**config.mk**
```make
export PLATFORM = sky130hd
export DESIGN_NAME = fpp_port
export DESIGN_NICKNAME = d
export VERILOG_FILES = /design/src/fpp_pkg.sv /design/src/fpp_reg_if.sv /design/src/fpp_axil_slave.sv /design/src/fpp_port.sv
export SDC_FILE = /design/constraint.sdc
export NUM_CORES = 1
export LEC_CHECK = 0
export ABC_AREA = 1
export BUFFER_PORTS_ARGS = -buffer_cell sky130_fd_sc_hd__buf_2
export CORE_UTILIZATION = 42
export CTS_CLUSTER_DIAMETER = 150
export DETAILED_ROUTE_END_ITERATION = 10
export HOLD_SLACK_MARGIN = 0.06
export MAX_ROUTING_LAYER = met4
export PLACE_DENSITY = 0.76
export SLEW_MARGIN = 30
export SYNTH_ARGS = -nofsm -noshare
export SYNTH_HDL_FRONTEND = slang
export SYNTH_SLANG_ARGS = --single-unit
```
**constraint.sdc**
```tcl
create_clock -name clk -period 1.25 [get_ports clk]
set_clock_uncertainty 0.2 [all_clocks]
set_input_delay 0.1875 -clock clk [delete_from_list [all_inputs] [get_ports clk]]
set_output_delay 0.1875 -clock clk [all_outputs]
set_load 0.05 [all_outputs]
```
**src/fpp_pkg.sv**
```systemverilog
// Package: register map, reset values and bus codes for the four-pin port.
// Assumes one 20 MHz system clock and a 32-bit AXI4-Lite register bus.
package fpp_pkg;

  // ****************************************************************
  // Register byte offsets
  // ****************************************************************
  localparam logic [4:0] OFS_DIR  = 5'h00;  // direction_control
  localparam logic [4:0] OFS_PIN  = 5'h04;  // pin_input_level
  localparam logic [4:0] OFS_LAT  = 5'h08;  // output_latch
  localparam logic [4:0] OFS_ANSL = 5'h0C;  // analog_select_low
  localparam logic [4:0] OFS_ANSH = 5'h10;  // analog_select_high
  localparam logic [4:0] OFS_CFG  = 5'h14;  // config_word_three_high

  // ****************************************************************
  // Field positions and widths
  // ****************************************************************
  localparam int BIDIR_N     = 3;   // bidirectional pins
  localparam int REG_W       = 8;   // register width
  localparam int PIN_IN_BIT  = 3;   // input_only_pin in pin_input_level
  localparam int ANSL_LSB    = 6;   // analog_sel_six, analog_sel_seven
  localparam int ANSH_BIT    = 0;   // analog_sel_eight
  localparam int MC_EN_BIT   = 7;   // master_clear_enable_cfg

  // ****************************************************************
  // Reset values
  // ****************************************************************
  localparam logic [2:0] DIR_RST  = 3'h7;
  localparam logic [2:0] LAT_RST  = 3'h0;
  localparam logic [7:0] ANSL_RST = 8'hFF;
  localparam logic       ANSH_RST = 1'b1;
  localparam logic       CFG_RST  = 1'b1;

  // ****************************************************************
  // Bus codes
  // ****************************************************************
  localparam logic [1:0] RESP_OKAY   = 2'h0;
  localparam logic [1:0] RESP_SLVERR = 2'h2;
  localparam logic [31:0] ZERO_WORD  = 32'h0000_0000;

endpackage

```
**src/fpp_reg_if.sv**
```systemverilog
// Interface: register access strobes between the bus slave and the port.
// Assumes both ends run on the same clock.
interface fpp_reg_if;
  logic        wr_stb;
  logic [4:0]  wr_addr;
  logic [31:0] wr_data;
  logic        wr_lane0;
  logic        wr_hit;
  logic [4:0]  rd_addr;
  logic [31:0] rd_data;
  logic        rd_hit;

  modport bus  (output wr_stb, wr_addr, wr_data, wr_lane0, rd_addr,
                input  wr_hit, rd_data, rd_hit);
  modport regs (input  wr_stb, wr_addr, wr_data, wr_lane0, rd_addr,
                output wr_hit, rd_data, rd_hit);
endinterface

```
**src/fpp_axil_slave.sv**
```systemverilog
// AXI4-Lite slave: takes write address and data in either order,
// issues one write strobe, and answers reads from the register mux.
// Assumes a master that holds valid and payload until taken.
module fpp_axil_slave (
  // Clock and reset
  input  wire logic        clk,
  input  wire logic        rst_n,
  // Write address and data
  input  wire logic [4:0]  awaddr,
  input  wire logic        awvalid,
  output      logic        awready,
  input  wire logic [31:0] wdata,
  input  wire logic [3:0]  wstrb,
  input  wire logic        wvalid,
  output      logic        wready,
  // Write response
  output      logic [1:0]  bresp,
  output      logic        bvalid,
  input  wire logic        bready,
  // Read
  input  wire logic [4:0]  araddr,
  input  wire logic        arvalid,
  output      logic        arready,
  output      logic [31:0] rdata,
  output      logic [1:0]  rresp,
  output      logic        rvalid,
  input  wire logic        rready,
  // Register side
  fpp_reg_if.bus           regs
);

  logic        aw_held_reg;
  logic [4:0]  aw_addr_reg;
  logic        w_held_reg;
  logic [31:0] w_data_reg;
  logic        w_lane0_reg;
  logic        bvalid_reg;
  logic [1:0]  bresp_reg;
  logic        rvalid_reg;
  logic [31:0] rdata_reg;
  logic [1:0]  rresp_reg;

  wire aw_take = awvalid && awready;
  wire w_take  = wvalid && wready;
  wire wr_fire = aw_held_reg && w_held_reg && !bvalid_reg;
  wire ar_take = arvalid && arready;

  assign awready       = !aw_held_reg;
  assign wready        = !w_held_reg;
  assign arready       = !rvalid_reg;
  assign bvalid        = bvalid_reg;
  assign bresp         = bresp_reg;
  assign rvalid        = rvalid_reg;
  assign rdata         = rdata_reg;
  assign rresp         = rresp_reg;
  assign regs.wr_stb   = wr_fire;
  assign regs.wr_addr  = aw_addr_reg;
  assign regs.wr_data  = w_data_reg;
  assign regs.wr_lane0 = w_lane0_reg;
  assign regs.rd_addr  = araddr;

  // ****************************************************************
  // Write channels
  // ****************************************************************
  always_ff @(posedge clk or negedge rst_n) begin
    if (!rst_n) begin
      aw_held_reg <= 1'b0;
      aw_addr_reg <= 5'h00;
      w_held_reg  <= 1'b0;
      w_data_reg  <= fpp_pkg::ZERO_WORD;
      w_lane0_reg <= 1'b0;
    end else begin
      if (aw_take) begin
        aw_held_reg <= 1'b1;
        aw_addr_reg <= awaddr;
      end else if (wr_fire) begin
        aw_held_reg <= 1'b0;
      end
      if (w_take) begin
        w_held_reg  <= 1'b1;
        w_data_reg  <= wdata;
        w_lane0_reg <= wstrb[0];
      end else if (wr_fire) begin
        w_held_reg <= 1'b0;
      end
    end
  end

  always_ff @(posedge clk or negedge rst_n) begin
    if (!rst_n) begin
      bvalid_reg <= 1'b0;
      bresp_reg  <= fpp_pkg::RESP_OKAY;
    end else if (wr_fire) begin
      bvalid_reg <= 1'b1;
      bresp_reg  <= regs.wr_hit ? fpp_pkg::RESP_OKAY : fpp_pkg::RESP_SLVERR;
    end else if (bready) begin
      bvalid_reg <= 1'b0;
    end
  end

  // ****************************************************************
  // Read channel
  // ****************************************************************
  always_ff @(posedge clk or negedge rst_n) begin
    if (!rst_n) begin
      rvalid_reg <= 1'b0;
      rdata_reg  <= fpp_pkg::ZERO_WORD;
      rresp_reg  <= fpp_pkg::RESP_OKAY;
    end else if (ar_take) begin
      rvalid_reg <= 1'b1;
      rdata_reg  <= regs.rd_data;
      rresp_reg  <= regs.rd_hit ? fpp_pkg::RESP_OKAY : fpp_pkg::RESP_SLVERR;
    end else if (rready) begin
      rvalid_reg <= 1'b0;
    end
  end

endmodule

```
**src/fpp_port.sv**
```systemverilog
// Top: four-pin port with three bidirectional pins sharing analog inputs
// and one input-only pin that may serve as the master clear input.
// Assumes synchronous pin inputs and an AXI4-Lite master.
module fpp_port #(
  parameter int ADDR_W = 5
) (
  // Clock and reset
  input  wire logic        clk,
  input  wire logic        rst_n,
  // AXI4-Lite write
  input  wire logic [4:0]  s_axi_awaddr,
  input  wire logic        s_axi_awvalid,
  output      logic        s_axi_awready,
  input  wire logic [31:0] s_axi_wdata,
  input  wire logic [3:0]  s_axi_wstrb,
  input  wire logic        s_axi_wvalid,
  output      logic        s_axi_wready,
  output      logic [1:0]  s_axi_bresp,
  output      logic        s_axi_bvalid,
  input  wire logic        s_axi_bready,
  // AXI4-Lite read
  input  wire logic [4:0]  s_axi_araddr,
  input  wire logic        s_axi_arvalid,
  output      logic        s_axi_arready,
  output      logic [31:0] s_axi_rdata,
  output      logic [1:0]  s_axi_rresp,
  output      logic        s_axi_rvalid,
  input  wire logic        s_axi_rready,
  // Bidirectional pins
  input  wire logic [2:0]  port_pin_i,
  output      logic [2:0]  port_pin_o,
  output      logic [2:0]  port_pin_oe_n,
  // Input-only pin and master clear
  input  wire logic        input_only_pin,
  output      logic        master_clear_req,
  // Converter channel enables: six, seven, eight
  output      logic [2:0]  analog_en
);

  // ****************************************************************
  // Elaboration check
  // ****************************************************************
  if (ADDR_W != 5) begin : g_chk
    $error("fpp_port: ADDR_W must be 5");
  end

  fpp_reg_if regs ();

  fpp_axil_slave u_slave (
    .clk     (clk),
    .rst_n   (rst_n),
    .awaddr  (s_axi_awaddr),
    .awvalid (s_axi_awvalid),
    .awready (s_axi_awready),
    .wdata   (s_axi_wdata),
    .wstrb   (s_axi_wstrb),
    .wvalid  (s_axi_wvalid),
    .wready  (s_axi_wready),
    .bresp   (s_axi_bresp),
    .bvalid  (s_axi_bvalid),
    .bready  (s_axi_bready),
    .araddr  (s_axi_araddr),
    .arvalid (s_axi_arvalid),
    .arready (s_axi_arready),
    .rdata   (s_axi_rdata),
    .rresp   (s_axi_rresp),
    .rvalid  (s_axi_rvalid),
    .rready  (s_axi_rready),
    .regs    (regs.bus)
  );

  logic [2:0] dir_reg;
  logic [2:0] lat_reg;
  logic [7:0] ansl_reg;
  logic       ansh_reg;
  logic       mc_en_reg;
  logic       mc_req_reg;

  // ****************************************************************
  // Write decode
  // ****************************************************************
  wire wr_ok   = regs.wr_stb && regs.wr_lane0;
  wire wr_dir  = wr_ok && (regs.wr_addr == fpp_pkg::OFS_DIR);
  // A write to the pin register lands in the latch
  wire wr_lat  = wr_ok && ((regs.wr_addr == fpp_pkg::OFS_LAT) ||
                           (regs.wr_addr == fpp_pkg::OFS_PIN));
  wire wr_ansl = wr_ok && (regs.wr_addr == fpp_pkg::OFS_ANSL);
  wire wr_ansh = wr_ok && (regs.wr_addr == fpp_pkg::OFS_ANSH);
  wire wr_cfg  = wr_ok && (regs.wr_addr == fpp_pkg::OFS_CFG);

  assign regs.wr_hit = (regs.wr_addr == fpp_pkg::OFS_DIR)  ||
                       (regs.wr_addr == fpp_pkg::OFS_PIN)  ||
                       (regs.wr_addr == fpp_pkg::OFS_LAT)  ||
                       (regs.wr_addr == fpp_pkg::OFS_ANSL) ||
                       (regs.wr_addr == fpp_pkg::OFS_ANSH) ||
                       (regs.wr_addr == fpp_pkg::OFS_CFG);

  // ****************************************************************
  // Registers
  // ****************************************************************
  always_ff @(posedge clk or negedge rst_n) begin
    if (!rst_n) begin
      dir_reg  <= fpp_pkg::DIR_RST;
      lat_reg  <= fpp_pkg::LAT_RST;
      ansl_reg <= fpp_pkg::ANSL_RST;
      ansh_reg <= fpp_pkg::ANSH_RST;
    end else begin
      if (wr_dir)
        dir_reg <= regs.wr_data[2:0];
      if (wr_lat)
        lat_reg <= regs.wr_data[2:0];
      if (wr_ansl)
        ansl_reg <= regs.wr_data[7:0];
      if (wr_ansh)
        ansh_reg <= regs.wr_data[fpp_pkg::ANSH_BIT];
    end
  end

  always_ff @(posedge clk or negedge rst_n) begin
    if (!rst_n) begin
      mc_en_reg  <= fpp_pkg::CFG_RST;
      mc_req_reg <= 1'b0;
    end else begin
      if (wr_cfg)
        mc_en_reg <= regs.wr_data[fpp_pkg::MC_EN_BIT];
      mc_req_reg <= mc_en_reg && !input_only_pin;
    end
  end

  // ****************************************************************
  // Pin logic
  // ****************************************************************
  assign analog_en = {ansh_reg,
                      ansl_reg[fpp_pkg::ANSL_LSB + 1 -: 2]};
  // Drivers follow direction only; analog selection never masks them
  assign port_pin_oe_n    = dir_reg;
  assign port_pin_o       = lat_reg;
  assign master_clear_req = mc_req_reg;

  wire [2:0] dig_in   = port_pin_i & ~analog_en;
  wire       pin3_in  = input_only_pin && !mc_en_reg;
  wire [7:0] pin_word = {4'h0, pin3_in, dig_in};

  // ****************************************************************
  // Read mux
  // ****************************************************************
  wire rd_dir  = regs.rd_addr == fpp_pkg::OFS_DIR;
  wire rd_pin  = regs.rd_addr == fpp_pkg::OFS_PIN;
  wire rd_lat  = regs.rd_addr == fpp_pkg::OFS_LAT;
  wire rd_ansl = regs.rd_addr == fpp_pkg::OFS_ANSL;
  wire rd_ansh = regs.rd_addr == fpp_pkg::OFS_ANSH;
  wire rd_cfg  = regs.rd_addr == fpp_pkg::OFS_CFG;

  wire [7:0] rd_byte =
    rd_dir  ? {5'h00, dir_reg}        :
    rd_pin  ? pin_word                :
    rd_lat  ? {5'h00, lat_reg}        :
    rd_ansl ? ansl_reg                :
    rd_ansh ? {7'h00, ansh_reg}       :
    rd_cfg  ? {mc_en_reg, 7'h00}      :
              8'h00;

  assign regs.rd_data = {24'h00_0000, rd_byte};
  assign regs.rd_hit  = rd_dir || rd_pin || rd_lat || rd_ansl ||
                        rd_ansh || rd_cfg;

  // ****************************************************************
  // Assertions
  // ****************************************************************
  logic first_reg;
  always_ff @(posedge clk or negedge rst_n) begin
    if (!rst_n)
      first_reg <= 1'b1;
    else
      first_reg <= 1'b0;
  end

  property p_dir_write;
    @(posedge clk) disable iff (!rst_n)
      wr_dir |=> port_pin_oe_n == $past(regs.wr_data[2:0]);
  endproperty
  a_dir_write: assert property (p_dir_write)
    else $error("direction write did not reach output enables");

  property p_lat_drive;
    @(posedge clk) disable iff (!rst_n)
      (wr_lat && analog_en == 3'h7) |=>
        port_pin_o == $past(regs.wr_data[2:0]);
  endproperty
  a_lat_drive: assert property (p_lat_drive)
    else $error("latch not driven while analog selected");

  property p_analog_zero;
    @(posedge clk) disable iff (!rst_n)
      rd_pin |-> (regs.rd_data[2:0] & analog_en) == 3'h0;
  endproperty
  a_analog_zero: assert property (p_analog_zero)
    else $error("analog pin read as nonzero");

  property p_dir_kept;
    @(posedge clk) disable iff (!rst_n)
      (!wr_dir && (wr_ansl || wr_ansh)) |=> $stable(port_pin_oe_n);
  endproperty
  a_dir_kept: assert property (p_dir_kept)
    else $error("analog select changed output enables");

  property p_reset_state;
    @(posedge clk) disable iff (!rst_n)
      first_reg |-> (analog_en == 3'h7 && port_pin_oe_n == 3'h7);
  endproperty
  a_reset_state: assert property (p_reset_state)
    else $error("wrong pin state after reset");

  property p_lat_read;
    @(posedge clk) disable iff (!rst_n)
      rd_lat |-> regs.rd_data == {29'h0000_0000, port_pin_o};
  endproperty
  a_lat_read: assert property (p_lat_read)
    else $error("latch read did not return latch");

  property p_pin3;
    @(posedge clk) disable iff (!rst_n)
      rd_pin |-> regs.rd_data[3] == (input_only_pin && !mc_en_reg);
  endproperty
  a_pin3: assert property (p_pin3)
    else $error("input-only pin bit wrong");

  property p_mc_req;
    @(posedge clk) disable iff (!rst_n)
      (mc_en_reg && !input_only_pin) |=> master_clear_req;
  endproperty
  a_mc_req: assert property (p_mc_req)
    else $error("master clear not raised");

  property p_mc_off;
    @(posedge clk) disable iff (!rst_n)
      !mc_en_reg |=> !master_clear_req;
  endproperty
  a_mc_off: assert property (p_mc_off)
    else $error("master clear raised while pin is a port input");

  property p_pin3_hidden;
    @(posedge clk) disable iff (!rst_n)
      (rd_pin && mc_en_reg) |-> !regs.rd_data[3];
  endproperty
  a_pin3_hidden: assert property (p_pin3_hidden)
    else $error("fourth pin visible while it is master clear");

  property p_lat_follow;
    @(posedge clk) disable iff (!rst_n)
      wr_lat |=> port_pin_o == $past(regs.wr_data[2:0]);
  endproperty
  a_lat_follow: assert property (p_lat_follow)
    else $error("latch write did not reach pin outputs");

  property p_pin_upper;
    @(posedge clk) disable iff (!rst_n)
      rd_pin |-> regs.rd_data[31:4] == 28'h000_0000;
  endproperty
  a_pin_upper: assert property (p_pin_upper)
    else $error("pin register upper bits not zero");

  property p_lat_upper;
    @(posedge clk) disable iff (!rst_n)
      rd_lat |-> regs.rd_data[31:3] == 29'h0000_0000;
  endproperty
  a_lat_upper: assert property (p_lat_upper)
    else $error("latch register shows a fourth-pin bit");

  property p_ansh_map;
    @(posedge clk) disable iff (!rst_n)
      wr_ansh |=> analog_en[2] == $past(regs.wr_data[0]);
  endproperty
  a_ansh_map: assert property (p_ansh_map)
    else $error("analog select high map wrong");

  property p_dir_upper;
    @(posedge clk) disable iff (!rst_n)
      rd_dir |-> regs.rd_data[31:3] == 29'h0000_0000;
  endproperty
  a_dir_upper: assert property (p_dir_upper)
    else $error("direction upper bits not zero");

  property p_ansl_map;
    @(posedge clk) disable iff (!rst_n)
      wr_ansl |=> analog_en[1:0] == $past(regs.wr_data[7:6]);
  endproperty
  a_ansl_map: assert property (p_ansl_map)
    else $error("analog select low map wrong");

endmodule

```
* Word level (Yosys, flattened, before mapping)
Index checks and enable logic that the tools add are counted.
Cells by class: muxes and demuxes 15, bitwise gates (word level) 2, reductions and logical operators 36, equality and inequality tests 10
Operators by type and width (count):
- 8-bit two-way mux | 6
- 5-bit by 4-bit equality test with 1-bit output, second input constant | 4
- 5-bit equality test, second input constant | 4
- 1-bit logical AND | 13
- 1-bit logical OR | 11
- 5-bit by 3-bit equality test with 1-bit output, second input constant | 2
- 5-bit logical NOT | 2
- 2-bit nonzero test | 4
- 1-bit two-way mux | 7
- 1-bit logical NOT | 6
- 2-bit two-way mux | 2
- 3-bit AND | 1
- 3-bit inverter | 1
Word-level totals: output and inout bits 51, logic and storage cells 79, flip-flop bits (word level) 47

* Longest topological paths before layout
Gate-level depths: netlist of the first run.
depth after elaboration 7, gate-level depth with buffers 9

* Modules after synthesis
From an unflattened synthesis of the first run, not the netlist that was laid out.
Unflattened totals: cell total of the unflattened synthesis 474, area total of the unflattened synthesis 4177.8 µm²
By module, submodules not included:
- fpp_axil_slave | times used 1, area an instance 3121.7 µm², cells an instance 336
- fpp_port | times used 1, area an instance 1056.0 µm², cells an instance 138

* Worst setup path before layout of the first run
OpenSTA, ideal clock, no wires.
path type reg2reg, start point reg u_slave.rvalid_reg (netlist: u_slave.rvalid), end point reg u_slave.rdata_reg[4] (netlist: u_slave.rdata[4]), slack -572 ps, required time 923 ps, arrival 1495 ps, cell stages (with the launch flop) 6, cell sequence dfrtp_1 -> inv_1 -> nand2_1 -> buf_2 -> nand2_1 -> o21ai_0
Between the ends: word-level cells in the longest chain between the ends 2
Ends and longest elaborated chain:
- from (decl) | RTL line fpp_axil_slave.sv:39 | logic rvalid_reg;
- from (signal assigned) | RTL line fpp_axil_slave.sv:106 | rvalid_reg <= 1'b0;
- from (signal assigned) | RTL line fpp_axil_slave.sv:110 | rvalid_reg <= 1'b1;
- from (signal assigned) | RTL line fpp_axil_slave.sv:114 | rvalid_reg <= 1'b0;
- 1-bit logical NOT | RTL line fpp_axil_slave.sv:50 | assign arready = !rvalid_reg;
- named net s_axi_arready | RTL line fpp_port.sv:24 | output logic s_axi_arready,
- 1-bit logical AND | RTL line fpp_axil_slave.sv:46 | wire ar_take = arvalid && arready;
- to (signal assigned) | RTL line fpp_axil_slave.sv:107 | rdata_reg <= fpp_pkg::ZERO_WORD;
- to (signal assigned) | RTL line fpp_axil_slave.sv:111 | rdata_reg <= regs.rd_data;
- to (decl) | RTL line fpp_axil_slave.sv:40 | logic [31:0] rdata_reg;
The timed path passes the listed nets, and every way through them passes these cells. A chain may end at the register's enable or synchronous reset.

* Final worst setup path of the first run
start point reg u_slave.w_held_reg, end point out s_axi_wready
Between the ends: word-level cells in the longest chain between the ends 1
Ends and longest elaborated chain:
- from (decl) | RTL line fpp_axil_slave.sv:34 | logic w_held_reg;
- from (signal assigned) | RTL line fpp_axil_slave.sv:69 | w_held_reg <= 1'b0;
- from (signal assigned) | RTL line fpp_axil_slave.sv:80 | w_held_reg <= 1'b1;
- from (signal assigned) | RTL line fpp_axil_slave.sv:84 | w_held_reg <= 1'b0;
- 1-bit logical NOT | RTL line fpp_axil_slave.sv:49 | assign wready = !w_held_reg;
- to (decl) | RTL line fpp_port.sv:17 | output logic s_axi_wready,
No other way between the ends.

==> results.md, run 1 <==
Place:
- The worst setup slack before clock tree synthesis is -0.220 ns.
- Once detailed placement completed, the half-perimeter wirelength came to 3410 µm.
- The placed instances occupy a cell area of 0.00273 mm².
- The total of buffers placed on input and output ports is 54.
- The weighted congestion reported at the end of routability-driven placement is 0.839.

Synthesis:
- The proportion of synthesized area in mux cells is 3.44%.
- After Yosys synthesis, and, or, nand and nor cells account for 20.6% of the synthesized area.
- The post-synthesis compound-gate area fraction is 9.40%.
- In the synthesized netlist the async set-or-reset flop fraction comes to 100%.
- The most used flip-flop cell after synthesis is dfrtp_1.
- The fraction of the mapped netlist area in adder cells is 0%.
- By area the synthesized netlist is led by dfrtp_1, dfstp_2, buf_4, nand2_1, inv_1.
- Counting distinct cell types in the post-synthesis netlist gives 28.
- The sequential share of the synthesized area is 49.9%.
- The average cell area after synthesis is 8.81 µm².
- By area, the combinational part of the netlist is dominated by simple AND/OR/NAND/NOR gates.
- Synthesis inferred 45 register bits.
- The count of flip-flops with a built-in enable after synthesis is 0.
- In this run the biggest area consumer among cell types represents 35.0% of the synthesized area.
- After Yosys synthesis, XOR and XNOR cells account for 0% of the synthesized area.
- The netlist area before placement is 0.00229 mm².
- Of all cell types, the one taking the most synthesized area is dfrtp_1.
- For this run, the number of Yosys warnings is 0.
- Synthesis produced 260 cells.

Critical path:
- The arrival time of data at the critical path endpoint is 1.09 ns.
- On the worst path, the slowest cell contributes a delay of 0.42 ns.
- The worst endpoint required time is 0.86 ns.
- The worst setup path is of the reg2out kind.
- The master of the slowest instance on the critical path is dfrtp_1.
- Walking the worst path, the cells encountered are clkinvlp_4, buf_6, buf_8.
- The endpoint kind of the worst setup timing path is an output pin.
- The worst reg-to-reg setup slack is -0.23 ns.
- The kind of start point of the critical path is a flop.
- The maximum fanout along the worst path is 2.

Hold path:
- The tightest min-delay check is of the in2reg type.

Drt:
- The number of DRC violations after detailed-routing iteration 0 is 93.
- Summed over all layers, the routed wires come to 5890 µm.
- In the final routed layout, each cell accounts on average for 12.9 µm.
- In the routed design, unresolved DRC markers number 0.
- Once detail routing completed, the nets flagged for antenna violations numbered 0.
- Summing over every cut layer, the via total after detailed routing is 2066.
- The pre-antenna-repair detailed-routing pass consisted of 4 iterations.
- The number of vias per cell is 4.54.

Clock network:
- Clock latency on the worst-skew pair, taken at its later pin, is 0.30 ns.
- The number of H-tree levels is 2.
- The number of clock buffers inserted by TritonCTS is 5.
- The library cell used as clock root buffer is clkbuf_8.
- Clock-pin slew was measured on the worst setup and hold paths at 0.08 ns.
- The clock passes through at most 2 buffers.
- TritonCTS built the clock tree.
- The number of clock sinks is 45.

STA:
- The portion of the clock cycle consumed by the worst path in the final layout is 119%.
- Setup violations remaining at the end of the flow were counted as 55.
- Setup repair after global routing could not meet its margin everywhere.
- Subtracting the final worst setup slack from the clock period gives 1.48 ns.
- The top achievable clock speed is 675 MHz.
- Once routing completed, OpenROAD measured the worst setup slack at -0.232 ns.
- The number of failing hold endpoints at the final stage was 0.
- The max-slew violation total from the final report is 0.

Final layout:
- The number of diodes added for antenna fixing is 0.
- Leaving out fill and tap cells, the most frequent cells in the layout are nand2_1, buf_4, dfrtp_1, buf_6.
- The area growth from synthesis to layout is 64.0%.
- The count of nets after finishing is 441.
- The post-route netlist has 52.2% of its cells at a drive strength greater than 1.
- The end-of-flow core utilization is 72.6%.
- The final instance area is 0.00376 mm².
- The leading cell type in the layout, fill and taps excluded is nand2_1.

Die:
- The core region is 0.00517 mm².
- The width of the die is 75.8 µm.
- The die covers 0.00575 mm².
- The floorplan has 26 rows.
- The initial cell density of the core is 44.3%.
- The vertical die dimension is 75.8 µm.
- 108 I/O pins were placed.

GRT:
- The largest net degree at the start of global routing is 26.
- The number of antenna violations at the first check in global routing is 0.
- The first global-routing pass estimated 8570 µm of wire.
- The overall global routing resource usage is 21.4%.
- The number of global-route vias before repair is 1979.
- The total congestion overflow after global routing is 0.

Power and ir drop:
- The leakage power is 1.84 nW.
- The total power density per cell area is 1990 mW/mm².
- The peak supply drop is 1.74 mV.

Outcome:
- The run finished, with violations left.
- The checks that failed: setup timing.

Job:
- Max-cap violations in this run came to 0.
-- critical path, delay by kind of cell, from the launching register on --
kind                   cells  cell delay (ns)
buffers and inverters      3             0.37
DFF                        1             0.42
-- synth_stat cells, types with 2 or more instances --
cell and instances:
nor2_2 3, nand2_1 51, nand3_1 7, o21ai_0 11
nand4_1 2, nor2_1 21, o21ai_1 10, inv_1 36
buf_4 29, a21oi_1 16, o21ai_2 2, nand2_2 4
mux2_2 7, nor2_4 3, dfrtp_1 32, buf_2 2
dfstp_2 13
-- stage by stage --
step	hold WS, ns	power [mW]	setup TNS [ns]	std cells
after floorplan	-0.308	4.35	-9.65	285
after global routing	0.0881	7.88	-10.33	455
final	0.0853	7.48	-6.83	455
after CTS	0.0810	6.96	-6.57	447
after global placement	-0.107	4.99	-2.41	397
after detailed placement	-0.103	5.07	-3.38	397
-- kinds of logic (layout without fill, tap and decap cells) --
logic type,after synthesis,after routing
other,1,26
AND/OR/NAND/NOR,97,98
multiplexers,7,7
flip-flops,45,45
buffers and inverters,69,168
AO/OA/AOI/OAI,41,41
-- cell type report --
class	count	area, µm²
clock buffers	6	82.6
clock inverters	2	13.8
fillers	365	1420
inverters	37	160
multi-input cells	172	1150
flip-flops and latches	45	1140
well taps	70	87.6
repair buffers	123	1120
-- path summary, 6_finish.rpt --
check	from	endpoint	cells past startpoint
max	u_slave.w_held_reg$_DFFE_PN0P_	s_axi_wready	3
min	s_axi_wvalid	u_slave.regs.wr_data[4]$_DFFE_PN0P_	3
max reg2reg	u_slave.bvalid$_DFFE_PN0P_	ansl_reg[3]$_DFFE_PN1P_	8
min reg2reg	ansl_reg[3]$_DFFE_PN1P_	ansl_reg[3]$_DFFE_PN1P_	2
max in group asynchronous	rst_n	ansl_reg[2]$_DFFE_PN1P_	3
min in group asynchronous	rst_n	u_slave.bvalid$_DFFE_PN0P_	2
-- where the power goes --
part	internal, mW	leakage (nW)	switching [mW]	total, mW
logic	1.83	1.27	2.27	4.09
registers	2.04	0.524	0.392	2.44
clock network	0.448	0.0512	0.502	0.950
-- metal layers --
metal  global-route usage [%]  vias up  part of all wire [%]
met5                        -        -                     0
met2                     40.2       75                    58
met1                     21.8      970                    37
li1                         -     1012                     -
met4                     7.41        0                   1.4
met3                     4.37        9                   3.9
-- repair_timing --
item                       CTS  global route
resized for setup           91            54
hold endpoints to repair    61             0
gates cloned                 0             1
pin swaps                   14            17
buffers inserted            22             8
hold buffers                20             0
setup endpoints to repair   54            66
No activity file was read; power rests on OpenSTA's default activity.
==> inputs of run 2 (changes only) <==
PLACE_DENSITY = unset   (was 0.76)
PLACE_DENSITY_LB_ADDON = 0.15   (was unset)
==> run 2 against run 1 <==
The flow still finishes with violations (setup timing). Sequential power is essentially flat. Sequential cell count unchanged. Global-route usage fell by 0.33 points. Maximum frequency grew 0.61%. Sequential share of layout area up 0.27 points. Final cell count unchanged. Clock power increased by 5%.
==> results.md, run 2 (same netlist as run 1, synthesis figures left out) <==
Critical path:
- The number of cell instances on the worst register-to-register path is 5 (-3).
- The worst reg-to-reg setup slack is -0.20 ns (+0.03 ns).
- The endpoint kind of the worst setup timing path is an output pin.
- The worst endpoint required time is 0.86 ns (about the same).
- The critical setup path kind is reg2out.
- The maximum fanout along the worst path came to 3 (+1).
- The kind of start point of the critical path is a flop.
- The arrival time of data at the critical path endpoint was 1.09 ns (about the same).

Place:
- The total of buffers placed on input and output ports is 54 (unchanged).
- The post-detailed-placement half-perimeter wirelength was 3240 µm (-5.0%).
- The weighted congestion reported at the end of routability-driven placement came to 0.780 (-7.1%).
- The placed cell area is 0.00272 mm² (-0.55%).

STA:
- The total negative slack is -6.07 ns (+0.756 ns).
- The final number of setup-violating endpoints is 50 (-9.1%).
- Setup repair after global routing could not meet its margin everywhere.
- The portion of the clock cycle consumed by the worst path in the final layout is 118% (-0.72 points).
- The top achievable clock speed came to 679 MHz (+0.61%).
- The max-slew violation total from the final report is 0 (unchanged).
- The worst slack on hold paths is 0.0755 ns (-0.00981 ns).
- The post-layout minimum cycle time was 1.47 ns (-0.00897 ns).
- The final setup slack of the worst path is -0.223 ns (+0.00897 ns).
- The number of failing hold endpoints at the final stage is 0 (unchanged).

GRT:
- The number of antenna violations at the first check in global routing came to 0 (unchanged).
- The total congestion overflow after global routing is 0 (unchanged).
- The first-pass GRT wire length was 8720 µm (+1.8%).
- The largest net degree at the start of global routing is 46 (+77%).
- The number of global-route vias before repair came to 1960 (-0.96%).
- The overall global routing resource usage is 21.0% (-0.33 points).

Die:
- The core area is 0.00517 mm² (unchanged).
- The initial cell density of the core came to 44.3% (unchanged).
- The width of the die is 75.8 µm (unchanged).
- The die area came to 0.00575 mm² (unchanged).
- The I/O pin count is 108 (unchanged).
- The vertical die dimension is 75.8 µm (unchanged).
- The row count was 26 (unchanged).

Clock network:
- The number of clock sinks came to 45 (unchanged).
- The maximum buffer depth of the clock tree is 2 (unchanged).
- The cell sitting at the root of the clock tree is a clkbuf_8.
- The number of H-tree levels is 2 (unchanged).
- The number of clock buffers inserted by TritonCTS is 5 (unchanged).
- TritonCTS built the clock tree.
- The register clock-pin slew on the reported worst setup and hold paths came to 0.08 ns (about the same).
- The clock latency on the worst-skew pair is 0.30 ns (about the same).

Drt:
- The average wire per cell in the routed design is 12.3 µm (-5.0%).
- The number of detailed-route iterations in the first pass is 4 (unchanged).
- The number of vias per cell is 4.41 (-3.0%).
- The number of DRC violations after detailed-routing iteration 0 was 43 (-54%).
- The remaining antenna violation count is 0 (unchanged).
- The wire length after detailed routing came to 5600 µm (-5.0%).
- The via total after detailed routing came to 2005 (-3.0%).
- The DRC violation count after routing is 0 (unchanged).

Final layout:
- The top cell types in the final layout, fill and taps aside, are nand2_1, buf_4, buf_2, dfrtp_1, buf_6.
- The final instance area was 0.00372 mm² (-0.87%).
- The count of nets after finishing is 441 (unchanged).
- The number of diodes added for antenna fixing came to 0 (unchanged).
- Relative to the synthesized area, the layout overhead comes to 62.6%.
- The library cell used most frequently in the layout, excluding fill and tap cells, is nand2_1.
- The fraction of final layout cells sized beyond drive strength 1 came to 51.7% (-0.52 points).

Hold path:
- The min-delay analysis places its worst path in the category in2reg.
- The number of instances on the worst hold path is 4 (+1).

Power and ir drop:
- The total power density per cell area is 2000 mW/mm² (+0.38%).
- The total power of the final layout came to 7.44 mW (-0.49%).
- The leakage power was 1.84 nW (-0.53%).
- The peak supply drop is 1.46 mV (-16%).

Job:
- The count of maximum capacitance violations was 0 (unchanged).

Outcome:
- The checks that failed: setup timing.
- The flow ran to the end, but the final reports show violations.
## run 2: critical path, stage by stage (launching register included)
cell	delay (ns)
dfrtp_1	0.38
buf_6	0.11
clkinvlp_4	0.12
buf_8	0.18
## run 2: where the power goes
group          total, mW  switching, mW  internal (mW)
Sequential          2.43          0.389           2.04
Combinational       4.01           2.20           1.81
Clock               1.00          0.501          0.501
## run 2: worst paths after layout
| kind | start | endpoint |
|---|---|---|
| setup / recovery | u_slave.aw_held_reg$_DFFE_PN0P_ | s_axi_awready |
| hold / removal | s_axi_awvalid | u_slave.aw_held_reg$_DFFE_PN0P_ |
| setup reg to reg | u_slave.aw_held_reg$_DFFE_PN0P_ | u_slave.regs.wr_addr[1]$_DFFE_PN0P_ |
| hold reg to reg | u_slave.regs.wr_data[4]$_DFFE_PN0P_ | ansl_reg[4]$_DFFE_PN1P_ |
| max in group asynchronous | rst_n | ansh_reg$_DFFE_PN1P_ |
| min in group asynchronous | rst_n | u_slave.rdata[7]$_DFFE_PN0P_ |
## run 2: area by class of cell
cell class	count	area (µm²)
Clock buffer	7	96.3
Clock inverter	1	5.00
Fill cell	389	1450
Inverter	37	160
Multi-Input combinational cell	172	1120
Sequential cell	45	1140
Tap cell	70	87.6
Timing Repair Buffer	123	1110
## run 2: per-stage QoR
step	util, %	setup WS [ns]	cells
finish	72.0	-0.223	455
detailed placement	52.6	-0.192	395
global route	72.0	-0.274	455
global placement	52.6	-0.156	395
CTS	67.3	-0.230	445
floorplan	-	-0.357	285
## run 2: repair_timing
item / CTS / global route
setup buffers: 22 / 11
pin swaps: 13 / 12
gates cloned: 1 / 1
endpoints found under the setup margin: 57 / 68
resized for setup: 90 / 49
hold buffers: 19 / 0
hold endpoints to repair: 67 / 0
## run 2: metal layers
metal  vias up  part of all wire (%)  GRT usage (%)
met2        52                    53           37.1
met4         0                   1.5           5.56
met5         -                     0              -
met3         8                   3.7           4.37
li1       1014                     -              -
met1       931                    42           24.2
